==> src/core/ssb_regs.vh <==
// Constants for the scanner SRAM buffer controller
`ifndef SSB_REGS_VH
`define SSB_REGS_VH
// Pixel period phases
`define SSB_PHASE_LAST 3'h7
`define SSB_PHASE_FIRST 3'h0
// Slot operations
`define SSB_OP_IDLE 3'h0
`define SSB_OP_OFS 3'h1
`define SSB_OP_GAIN 3'h2
`define SSB_OP_WHI 3'h3
`define SSB_OP_WLO 3'h4
`define SSB_OP_HOST 3'h5
// Slot modes
`define SSB_M8S4 2'h0
`define SSB_M8S8 2'h1
`define SSB_M12S4 2'h2
`define SSB_M12S8 2'h3
// Memory size modes
`define SSB_SZ64K 2'h0
`define SSB_SZ128K 2'h1
`define SSB_SZ256K 2'h2
// Memory and coefficient region sizes in bytes
`define SSB_MEM64K 19'h1_0000
`define SSB_MEM128K 19'h2_0000
`define SSB_MEM256K 19'h4_0000
`define SSB_COEF300 19'h0_4000
`define SSB_COEF600 19'h0_8000
// Register file
`define SSB_REG_DRIVE 7'h43
`define SSB_DRV_LSB 2
`define SSB_DRV_MSB 3
`define SSB_RO_LAST 7'h02
`define SSB_REG_ST0 7'h00
`define SSB_REG_ST1 7'h01
`define SSB_REG_ST2 7'h02
`define SSB_REG_RST 8'h00
`endif

==> src/core/ssb_addr_map.v <==
// Maps a linear SRAM byte address onto the eighteen address pins
`timescale 1ns/1ps
`include "ssb_regs.vh"
module ssb_addr_map
(
  input wire [18:0] lin_addr,
  input wire [1:0] mem_size,
  output reg [17:0] pin_addr
);
  // Top lines become inverted chip selects in the two smaller sizes
  always @*
  begin
    case (mem_size)
      `SSB_SZ64K: pin_addr = {1'b0, ~lin_addr[15], lin_addr[15:0]};
      `SSB_SZ128K: pin_addr = {~lin_addr[16], lin_addr[16:0]};
      default: pin_addr = lin_addr[17:0];
    endcase
  end
endmodule // ssb_addr_map

==> src/core/ssb_ctrl.v <==
// Scanner SRAM buffer controller: slot scheduler, buffer pointers, indexed registers
// Function
// - Coefficients 16K/32K, remainder is circular buffer
// - Small size: A16 is inverse of A15
// - Middle size: A17 is inverse of A16
// - Large size: eighteen linear address lines
// - Four slot modes, byte/12-bit, four/eight slots
// - Coefficients fetched every eight-cycle pixel period
// - Byte four-slot: every access two cycles
// - Byte eight-slot: one-cycle reads, four host slots
// - 12-bit samples stored as high and low bytes
// - 12-bit four-slot: host slot writes second byte
// - 12-bit eight-slot: coefficient reads one cycle each
// - 12-bit eight-slot: writes two cycles, reads one
// - Drive strength in register 43 bits 3:2
// - Index written once, many data accesses follow
// - Registers 0 to 2 are read-only
`timescale 1ns/1ps
`include "ssb_regs.vh"
module ssb_ctrl
#(
  parameter NREG = 128
)
(
  input wire sys_clk,
  input wire nrst,
  input wire [1:0] mem_size,
  input wire [1:0] slot_mode,
  input wire dpi600,
  input wire scan_en,
  input wire line_start,
  input wire pix_valid,
  input wire [11:0] pix_data,
  input wire host_rd_req,
  input wire idx_wr,
  input wire data_wr,
  input wire data_rd,
  input wire [7:0] host_wdata,
  input wire [7:0] sram_dq_in,
  output reg [17:0] sram_addr,
  output reg [7:0] sram_dq_out,
  output reg sram_dq_oe,
  output reg sram_rd_n,
  output reg sram_wr_n,
  output reg [1:0] sram_drive,
  output reg [7:0] coef_offset,
  output reg [7:0] coef_gain,
  output reg coef_valid,
  output reg [7:0] host_rd_data,
  output reg host_rd_valid,
  output reg [7:0] host_rdata,
  output reg buf_full,
  output reg buf_empty
);
  // Slot table: returns {last cycle of slot, operation}
  function [3:0] slot_op;
    input [1:0] mode;
    input [2:0] ph;
    begin
      case (mode)
        `SSB_M8S4:
          case (ph[2:1])
            2'h0: slot_op = {ph[0], `SSB_OP_OFS};
            2'h1: slot_op = {ph[0], `SSB_OP_GAIN};
            2'h2: slot_op = {ph[0], `SSB_OP_WLO};
            default: slot_op = {ph[0], `SSB_OP_HOST};
          endcase
        `SSB_M8S8:
          case (ph)
            3'h0: slot_op = {1'b1, `SSB_OP_OFS};
            3'h1: slot_op = {1'b1, `SSB_OP_GAIN};
            3'h2: slot_op = {1'b0, `SSB_OP_WLO};
            3'h3: slot_op = {1'b1, `SSB_OP_WLO};
            default: slot_op = {1'b1, `SSB_OP_HOST};
          endcase
        `SSB_M12S4:
          case (ph[2:1])
            2'h0: slot_op = {ph[0], `SSB_OP_OFS};
            2'h1: slot_op = {ph[0], `SSB_OP_GAIN};
            2'h2: slot_op = {ph[0], `SSB_OP_WHI};
            default: slot_op = {ph[0], `SSB_OP_WLO};
          endcase
        default:
          case (ph)
            3'h0: slot_op = {1'b1, `SSB_OP_OFS};
            3'h1: slot_op = {1'b1, `SSB_OP_GAIN};
            3'h2: slot_op = {1'b0, `SSB_OP_WHI};
            3'h3: slot_op = {1'b1, `SSB_OP_WHI};
            3'h4: slot_op = {1'b0, `SSB_OP_WLO};
            3'h5: slot_op = {1'b1, `SSB_OP_WLO};
            default: slot_op = {1'b1, `SSB_OP_HOST};
          endcase
      endcase
    end
  endfunction

  reg [2:0] phase_reg;
  reg act_reg;
  reg [2:0] op_d_reg;
  reg act_d_reg;
  reg last_d_reg;
  reg [18:0] wr_ptr_reg;
  reg [18:0] rd_ptr_reg;
  reg [18:0] count_reg;
  reg [17:0] coef_idx_reg;
  reg pend_reg;
  reg [11:0] pend_data_reg;
  reg [6:0] idx_reg;
  reg [7:0] cfg_reg [0:NREG-1];
  wire [3:0] cur_slot;
  wire [3:0] prev_slot;
  wire wide;
  wire first;
  reg [2:0] op;
  reg [18:0] mem_top;
  wire [18:0] coef_size;
  wire [18:0] buf_size;
  wire [18:0] bps;
  wire room;
  reg go;
  wire act;
  wire last;
  wire is_wr;
  wire is_rd;
  reg [18:0] lin_addr;
  wire [17:0] pin_addr;
  wire [7:0] wbyte;
  reg [7:0] rd_val;
  integer i;

  assign cur_slot = slot_op(slot_mode, phase_reg);
  assign prev_slot = slot_op(slot_mode, phase_reg - 3'h1);
  assign wide = slot_mode[1];
  assign first = (phase_reg == `SSB_PHASE_FIRST) | prev_slot[3];
  assign last = cur_slot[3];
  // Region split between coefficients and image buffer
  assign coef_size = dpi600 ? `SSB_COEF600 : `SSB_COEF300;
  assign buf_size = mem_top - coef_size;
  assign bps = wide ? 19'h0_0002 : 19'h0_0001;
  assign room = (count_reg + bps) <= buf_size;

  // Memory top and effective slot operation
  always @*
  begin
    case (mem_size)
      `SSB_SZ64K: mem_top = `SSB_MEM64K;
      `SSB_SZ128K: mem_top = `SSB_MEM128K;
      default: mem_top = `SSB_MEM256K;
    endcase
    op = cur_slot[2:0];
    if (slot_mode == `SSB_M12S4 && !scan_en && op == `SSB_OP_WLO)
      op = `SSB_OP_HOST;
  end

  // Slot grant decided on the first cycle of each slot
  always @*
  begin
    case (op)
      `SSB_OP_OFS: go = scan_en;
      `SSB_OP_GAIN: go = scan_en;
      `SSB_OP_WHI: go = scan_en & pend_reg & room;
      `SSB_OP_WLO: go = wide ? act_reg : (scan_en & pend_reg & room);
      `SSB_OP_HOST: go = host_rd_req & (count_reg != 19'h0_0000);
      default: go = 1'b0;
    endcase
  end
  assign act = first ? go : act_reg;
  assign is_wr = (op == `SSB_OP_WHI) | (op == `SSB_OP_WLO);
  assign is_rd = (op == `SSB_OP_OFS) | (op == `SSB_OP_GAIN) | (op == `SSB_OP_HOST);
  // High byte carries four MSBs, low byte eight LSBs
  assign wbyte = (op == `SSB_OP_WHI) ? {4'h0, pend_data_reg[11:8]} : pend_data_reg[7:0];

  // Linear address per operation
  always @*
  begin
    case (op)
      `SSB_OP_OFS: lin_addr = {coef_idx_reg, 1'b0};
      `SSB_OP_GAIN: lin_addr = {coef_idx_reg, 1'b1};
      `SSB_OP_HOST: lin_addr = coef_size + rd_ptr_reg;
      default: lin_addr = coef_size + wr_ptr_reg;
    endcase
  end

  ssb_addr_map u_map
  (
    .lin_addr(lin_addr),
    .mem_size(mem_size),
    .pin_addr(pin_addr)
  );

  // Register read value; low indices show buffer state
  always @*
  begin
    case (idx_reg)
      `SSB_REG_ST0: rd_val = count_reg[7:0];
      `SSB_REG_ST1: rd_val = count_reg[15:8];
      `SSB_REG_ST2: rd_val = {buf_full, buf_empty, 3'h0, count_reg[18:16]};
      default: rd_val = cfg_reg[idx_reg];
    endcase
  end

  // Scheduler, pointers and SRAM pins
  always @(posedge sys_clk or negedge nrst)
  begin
    if (!nrst)
    begin
      phase_reg <= `SSB_PHASE_FIRST;
      act_reg <= 1'b0;
      op_d_reg <= `SSB_OP_IDLE;
      act_d_reg <= 1'b0;
      last_d_reg <= 1'b0;
      wr_ptr_reg <= 19'h0_0000;
      rd_ptr_reg <= 19'h0_0000;
      count_reg <= 19'h0_0000;
      coef_idx_reg <= 18'h0_0000;
      pend_reg <= 1'b0;
      pend_data_reg <= 12'h000;
      sram_addr <= 18'h0_0000;
      sram_dq_out <= 8'h00;
      sram_dq_oe <= 1'b0;
      sram_rd_n <= 1'b1;
      sram_wr_n <= 1'b1;
      coef_offset <= 8'h00;
      coef_gain <= 8'h00;
      coef_valid <= 1'b0;
      host_rd_data <= 8'h00;
      host_rd_valid <= 1'b0;
      buf_full <= 1'b0;
      buf_empty <= 1'b1;
    end
    else
    begin
      phase_reg <= phase_reg + 3'h1;
      act_reg <= act;
      op_d_reg <= op;
      act_d_reg <= act;
      last_d_reg <= last;
      sram_addr <= pin_addr;
      sram_dq_out <= wbyte;
      sram_dq_oe <= act & is_wr;
      sram_rd_n <= ~(act & is_rd);
      sram_wr_n <= ~(act & is_wr);
      // Pending sample; a completed low-byte write frees it, new data wins
      if (pix_valid)
      begin
        pend_reg <= 1'b1;
        pend_data_reg <= pix_data;
      end
      else if (act && last && op == `SSB_OP_WLO)
        pend_reg <= 1'b0;
      // Pointer moves at the end of each byte slot
      if (act && last && is_wr)
      begin
        wr_ptr_reg <= (wr_ptr_reg + 19'h0_0001 >= buf_size) ? 19'h0_0000 : wr_ptr_reg + 19'h0_0001;
        count_reg <= count_reg + 19'h0_0001;
      end
      else if (act && last && op == `SSB_OP_HOST)
      begin
        rd_ptr_reg <= (rd_ptr_reg + 19'h0_0001 >= buf_size) ? 19'h0_0000 : rd_ptr_reg + 19'h0_0001;
        count_reg <= count_reg - 19'h0_0001;
      end
      // Coefficient index per pixel, wrapping inside its region
      if (line_start)
        coef_idx_reg <= 18'h0_0000;
      else if (act && last && op == `SSB_OP_GAIN)
        coef_idx_reg <= ({coef_idx_reg, 1'b1} + 19'h0_0001 >= coef_size) ? 18'h0_0000 : coef_idx_reg + 18'h0_0001;
      // Read data captured one cycle after the slot's last cycle
      coef_valid <= 1'b0;
      host_rd_valid <= 1'b0;
      if (act_d_reg && last_d_reg)
      begin
        case (op_d_reg)
          `SSB_OP_OFS: coef_offset <= sram_dq_in;
          `SSB_OP_GAIN:
          begin
            coef_gain <= sram_dq_in;
            coef_valid <= 1'b1;
          end
          `SSB_OP_HOST:
          begin
            host_rd_data <= sram_dq_in;
            host_rd_valid <= 1'b1;
          end
          default: coef_valid <= 1'b0;
        endcase
      end
      buf_full <= ~room;
      buf_empty <= (count_reg == 19'h0_0000);
    end
  end

  // Indexed register access and drive setting
  always @(posedge sys_clk or negedge nrst)
  begin
    if (!nrst)
    begin
      idx_reg <= 7'h00;
      host_rdata <= 8'h00;
      sram_drive <= 2'h0;
      for (i = 0; i < NREG; i = i + 1)
        cfg_reg[i] <= `SSB_REG_RST;
    end
    else
    begin
      if (idx_wr)
        idx_reg <= host_wdata[6:0];
      else if (data_wr && idx_reg > `SSB_RO_LAST)
        cfg_reg[idx_reg] <= host_wdata;
      if (data_rd)
        host_rdata <= rd_val;
      sram_drive <= cfg_reg[`SSB_REG_DRIVE][`SSB_DRV_MSB:`SSB_DRV_LSB];
    end
  end
endmodule // ssb_ctrl

==> config.mk <==
export PLATFORM = sky130hd
export DESIGN_NAME = ssb_ctrl
export DESIGN_NICKNAME = d
export VERILOG_FILES = /design/src/core/ssb_addr_map.v /design/src/core/ssb_ctrl.v
export VERILOG_INCLUDE_DIRS = /design/src /design/src/core
export SDC_FILE = /design/constraint.sdc
export NUM_CORES = 2
export LEC_CHECK = 0
export BUFFER_PORTS_ARGS = -buffer_cell sky130_fd_sc_hd__buf_2
export CAP_MARGIN = 5
export CORE_ASPECT_RATIO = 1.2
export CORE_UTILIZATION = 60
export DETAILED_ROUTE_END_ITERATION = 16
export PLACE_DENSITY = 0.77
export REMOVE_ABC_BUFFERS = 1
export SETUP_SLACK_MARGIN = 0.05
export SYNTH_ARGS = -nofsm -noshare
export SYNTH_HDL_FRONTEND = slang
export SYNTH_SLANG_ARGS = --single-unit
==> constraint.sdc <==
create_clock -name sys_clk -period 6.7 [get_ports sys_clk]
set_input_delay 0.335 -clock sys_clk [delete_from_list [all_inputs] [get_ports sys_clk]]
set_output_delay 0.335 -clock sys_clk [all_outputs]
set_load 0.01 [all_outputs]
==> results.md <==
* Sequential cell area in the final layout at 29800 um2
* Clock insertion delay at the later pin of the skew report at 0.70 ns
* Area growth from synthesis to layout at 10.1%
* Die X at 277 um
* Starting Density at 0.608
* Netlist cell types at 83
* Overall track demand over capacity in global routing at 0.325
* Fraction of layout instances using a drive strength above 1 at 0.339
* Register area share after synthesis at 0.548
* PwrDens at 287 nW/um2
* Clock-pin transition on the worst setup and hold timing paths at 0.06 ns
* Die area at 91900 um2
* Launch instance of the worst min-delay path: data_rd
* Crit path arrival time at 6.83 ns
* Standby leakage power at 27.7 nW
* Switching share of total power at 0.271
* Area of combinational cells with multiple inputs at 23200 um2
* Post-route worst setup slack at 0.488 ns
* Number of vias in the routed layout at 37.6k
* Vias in the first global route at 37.6k
* Residual DRC at 0
* Initial antenna violation count at 2
* Detailed Routing Iterations Pass 1 at 5
* Logic pwr share at 0.138
* Launch instance of the worst register-to-register path: count_reg[0]
* Final wirelength at 149000 um
* Kind of start point of the critical path: flip-flop
* Number of flip-flops in the largest register at 1021
* Hold Crit Depth at 2
* Reg power frac at 0.483
* Remaining antenna violation count after routing at 0
* Area share of the largest cell type after synthesis at 0.547
* Fin. Hold Viols at 0
* Routed len/inst at 27.0 um
* Input/output buffers at 108
* Dominant register cell in the synthesized netlist: sky130_fd_sc_hd__dfrtp_1
* Proportion of register bits with asynchronous set or reset after synthesis at 1.00
* Number of filler instances in the final layout at 6348
* Overflow left after global routing at 0
* Wire length of the first global-routing pass at 231000 um
* Warning count from the yosys run at 0
* Final period demand of the worst path at 6.21 ns
* Tightest hold margin at 0.0503 ns
* Iteration-0 DRC Markers at 3369
* Clk Tree Root Cell: sky130_fd_sc_hd__clkbuf_16
* Vertical die dimension at 332 um
* Unrepaired setup endpoints after global routing: false
* Worst Path Class, Setup: flip-flop to flip-flop
* Core Rows at 120
* Clock tree from TritonCTS: built
* Pin slew with the least headroom to its limit at 1.20 ns
* Top-level port count at 109
* Post-synth EDFFs at 0
* Max-slew headroom at 0.198
* Clock share of power at 0.379
* Maximum number of pins on one net before global-route repair at 180
* Synth Instances at 4291
* Total number of H-tree levels at 3
* Number of setup violations in the final report at 0
* Biggest fanout along the worst timing path at 29
* Worst Hold End: host_rdata[1]
* Vias per cell at 6.78
* Worst VDD drop at 0.220 mV
* Required time at the endpoint of the critical path at 7.32 ns
* Final worst-path cycle share at 0.927
* Count of max-cap constraint violations at 0
* Floorplan Core Area at 89500 um2
* R2r setup slk at 0.49 ns
* Maximum clock path buffer count at 3
* Maximum clock frequency at 161 MHz
* Max-slew violation total from the final report at 0
* Outcome: finished clean
* Mean instance size in the synthesized netlist at 12.7 um2
* R2r worst-path depth at 24
* Post-synthesis instance area at 54400 um2
* Placed wire-length estimate after detailed placement at 91000 um
* Power spent charging and discharging nets at 0.00466 W
* Capture point of the worst reg-to-reg path: count_reg[18]
* Flop and latch count out of synthesis at 1191
* Net count reported at finish at 4372
* Final weighted congestion in routability-driven placement at 0.899
* Commonest cells after routing, fill and taps aside: 1186 x sky130_fd_sc_hd__dfrtp_1, 1054 x sky130_fd_sc_hd__mux2_2, 328 x sky130_fd_sc_hd__a22oi_1
* Post-synth top area cell: sky130_fd_sc_hd__dfrtp_1
* Post-Place Worst Slack at 0.329 ns
* Leading cell type in the layout, fill and taps excluded: sky130_fd_sc_hd__dfrtp_1
* Top area cells in the synthesized netlist: sky130_fd_sc_hd__dfrtp_1 55%, sky130_fd_sc_hd__mux2_2 22%, sky130_fd_sc_hd__a22oi_1 4.5%
* Number of buffers created by CTS at 112
* Hold Crit Class: input port to flip-flop
* Critical path capture point type: flip-flop
* Cell-internal power at 0.0125 W
* Setup clock skew after layout at 0.0161 ns
* Count of buffers added by post-CTS timing repair for setup at 0
* Number of clock sinks at 1191
==> layout make-up <==
cell class / count / share of cell area
Antenna cell: 4 / 0.000167
Clock inverter: 43 / 0.00808
Tap cell: 1159 / 0.0242
Sequential cell: 1191 / 0.498
Multi-Input combinational cell: 2737 / 0.388
Timing Repair Buffer: 210 / 0.0257
Inverter: 29 / 0.00182
Clock buffer: 163 / 0.0547
==> kinds of logic after synthesis <==
family	Yosys count	share of synthesized area
compound gates	871	0.120
xor+xnor	46	0.00741
simple gates	691	0.0624
fa+ha+maj	49	0.0117
buf+inv	363	0.0263
flops	1191	0.548
mux	1080	0.224
==> power groups by stage <==
stage | clock (W) | sequential (W) | combinational (W)
global route | 0.00683 | 0.00837 | 0.00257
global placement | 0 | 0.00837 | 0.00226
finish | 0.00650 | 0.00830 | 0.00237
floorplan | 0 | 0.00831 | 0.00142
CTS | 0.00655 | 0.00828 | 0.00236
detailed placement | 0 | 0.00841 | 0.00233
==> worst max-delay path, cell delays in order, from the launching register on <==
cell	delay, ns
sky130_fd_sc_hd__dfrtp_1	0.50
sky130_fd_sc_hd__ha_1	0.27
sky130_fd_sc_hd__fa_1	0.29
sky130_fd_sc_hd__nand4_1	0.18
sky130_fd_sc_hd__nor3_2	0.35
sky130_fd_sc_hd__nand2_1	0.11
sky130_fd_sc_hd__xor2_1	0.16
sky130_fd_sc_hd__ha_1	0.30
sky130_fd_sc_hd__o2111ai_1	0.11
sky130_fd_sc_hd__a2111oi_0	0.52
sky130_fd_sc_hd__o211a_1	0.26
sky130_fd_sc_hd__and4_1	0.26
sky130_fd_sc_hd__o31a_1	0.29
sky130_fd_sc_hd__o21ai_2	0.21
sky130_fd_sc_hd__buf_4	0.23
sky130_fd_sc_hd__buf_4	0.23
sky130_fd_sc_hd__ha_1	0.34
sky130_fd_sc_hd__and2_1	0.15
sky130_fd_sc_hd__a31oi_1	0.17
sky130_fd_sc_hd__o21ai_0	0.21
sky130_fd_sc_hd__o21a_1	0.25
sky130_fd_sc_hd__a211oi_1	0.25
sky130_fd_sc_hd__nor2_1	0.07
sky130_fd_sc_hd__a211oi_1	0.26
sky130_fd_sc_hd__xor2_1	0.16
==> what timing repair did <==
item,4_1_cts,5_1_grt
resized for setup,0,1
hold buffers,23,0
endpoints found under the setup margin,0,2
endpoints found under the hold margin,152,0
==> how the worst max path moves through the flow <==
stage | to | depth (start not counted) | from
3_5_place_dp | count_reg[18] | 26 | slot_mode[1]
4_1_cts | count_reg[18] | 24 | count_reg[0]
5_1_grt | count_reg[18] | 24 | count_reg[0]
6_report | count_reg[18] | 24 | count_reg[0]
2_1_floorplan | cfg_reg[696] | 4 | idx_reg[0]
3_3_place_gp | count_reg[17] | 25 | slot_mode[1]
==> Yosys cell counts (7+ instances only) <==
| cell | instances |
|---|---|
| sky130_fd_sc_hd__nor2b_1 | 23 |
| sky130_fd_sc_hd__o22ai_1 | 13 |
| sky130_fd_sc_hd__a21oi_1 | 54 |
| sky130_fd_sc_hd__mux2i_1 | 14 |
| sky130_fd_sc_hd__buf_1 | 45 |
| sky130_fd_sc_hd__xnor2_1 | 32 |
| sky130_fd_sc_hd__mux2_2 | 1054 |
| sky130_fd_sc_hd__nand2b_1 | 22 |
| sky130_fd_sc_hd__clkbuf_1 | 254 |
| sky130_fd_sc_hd__and4_1 | 7 |
| sky130_fd_sc_hd__nor3_1 | 32 |
| sky130_fd_sc_hd__and3_1 | 22 |
| sky130_fd_sc_hd__a22oi_1 | 328 |
| sky130_fd_sc_hd__o21a_1 | 8 |
| sky130_fd_sc_hd__o21ai_1 | 11 |
| sky130_fd_sc_hd__and2_1 | 25 |
| sky130_fd_sc_hd__nor2_1 | 175 |
| sky130_fd_sc_hd__nand4_1 | 65 |
| sky130_fd_sc_hd__o211ai_1 | 8 |
| sky130_fd_sc_hd__o31ai_1 | 16 |
| sky130_fd_sc_hd__inv_1 | 27 |
| sky130_fd_sc_hd__buf_2 | 29 |
| sky130_fd_sc_hd__mux2_1 | 9 |
| sky130_fd_sc_hd__ha_1 | 46 |
| sky130_fd_sc_hd__nand2_1 | 183 |
| sky130_fd_sc_hd__nor4_1 | 28 |
| sky130_fd_sc_hd__o31ai_4 | 7 |
| sky130_fd_sc_hd__nand2_2 | 17 |
| sky130_fd_sc_hd__o21ai_0 | 62 |
| sky130_fd_sc_hd__a31oi_1 | 98 |
| sky130_fd_sc_hd__a21o_1 | 10 |
| sky130_fd_sc_hd__dfrtp_1 | 1188 |
| sky130_fd_sc_hd__a221oi_1 | 93 |
| sky130_fd_sc_hd__or3_1 | 12 |
| sky130_fd_sc_hd__nand3_1 | 53 |
| sky130_fd_sc_hd__o2111ai_1 | 10 |
| sky130_fd_sc_hd__a211oi_1 | 9 |
| sky130_fd_sc_hd__xor2_1 | 14 |
| sky130_fd_sc_hd__a22o_1 | 95 |
==> metal layers <==
layer  GRT usage  vias to the layer above  wire (um)
met2       0.518                     1627      70800
met3      0.0604                      375      11700
met5           0                        -         27
met1       0.432                    19500      59400
li1            -                    16000          -
met4       0.157                        4       7350
==> metrics by stage <==
stage	util	instance area (um2)	std cells	total power, W	TNS (ns)
2_1_floorplan	-	53100	3957	0.00973	-825.37
3_3_place_gp	0.625	55900	5303	0.0106	0
3_5_place_dp	0.625	55900	5303	0.0107	0
4_1_cts	0.669	59900	5532	0.0172	0
5_1_grt	0.669	59900	5532	0.0178	0
6_report	0.669	59900	5536	0.0172	0
Power figures use the tool's default switching activity.
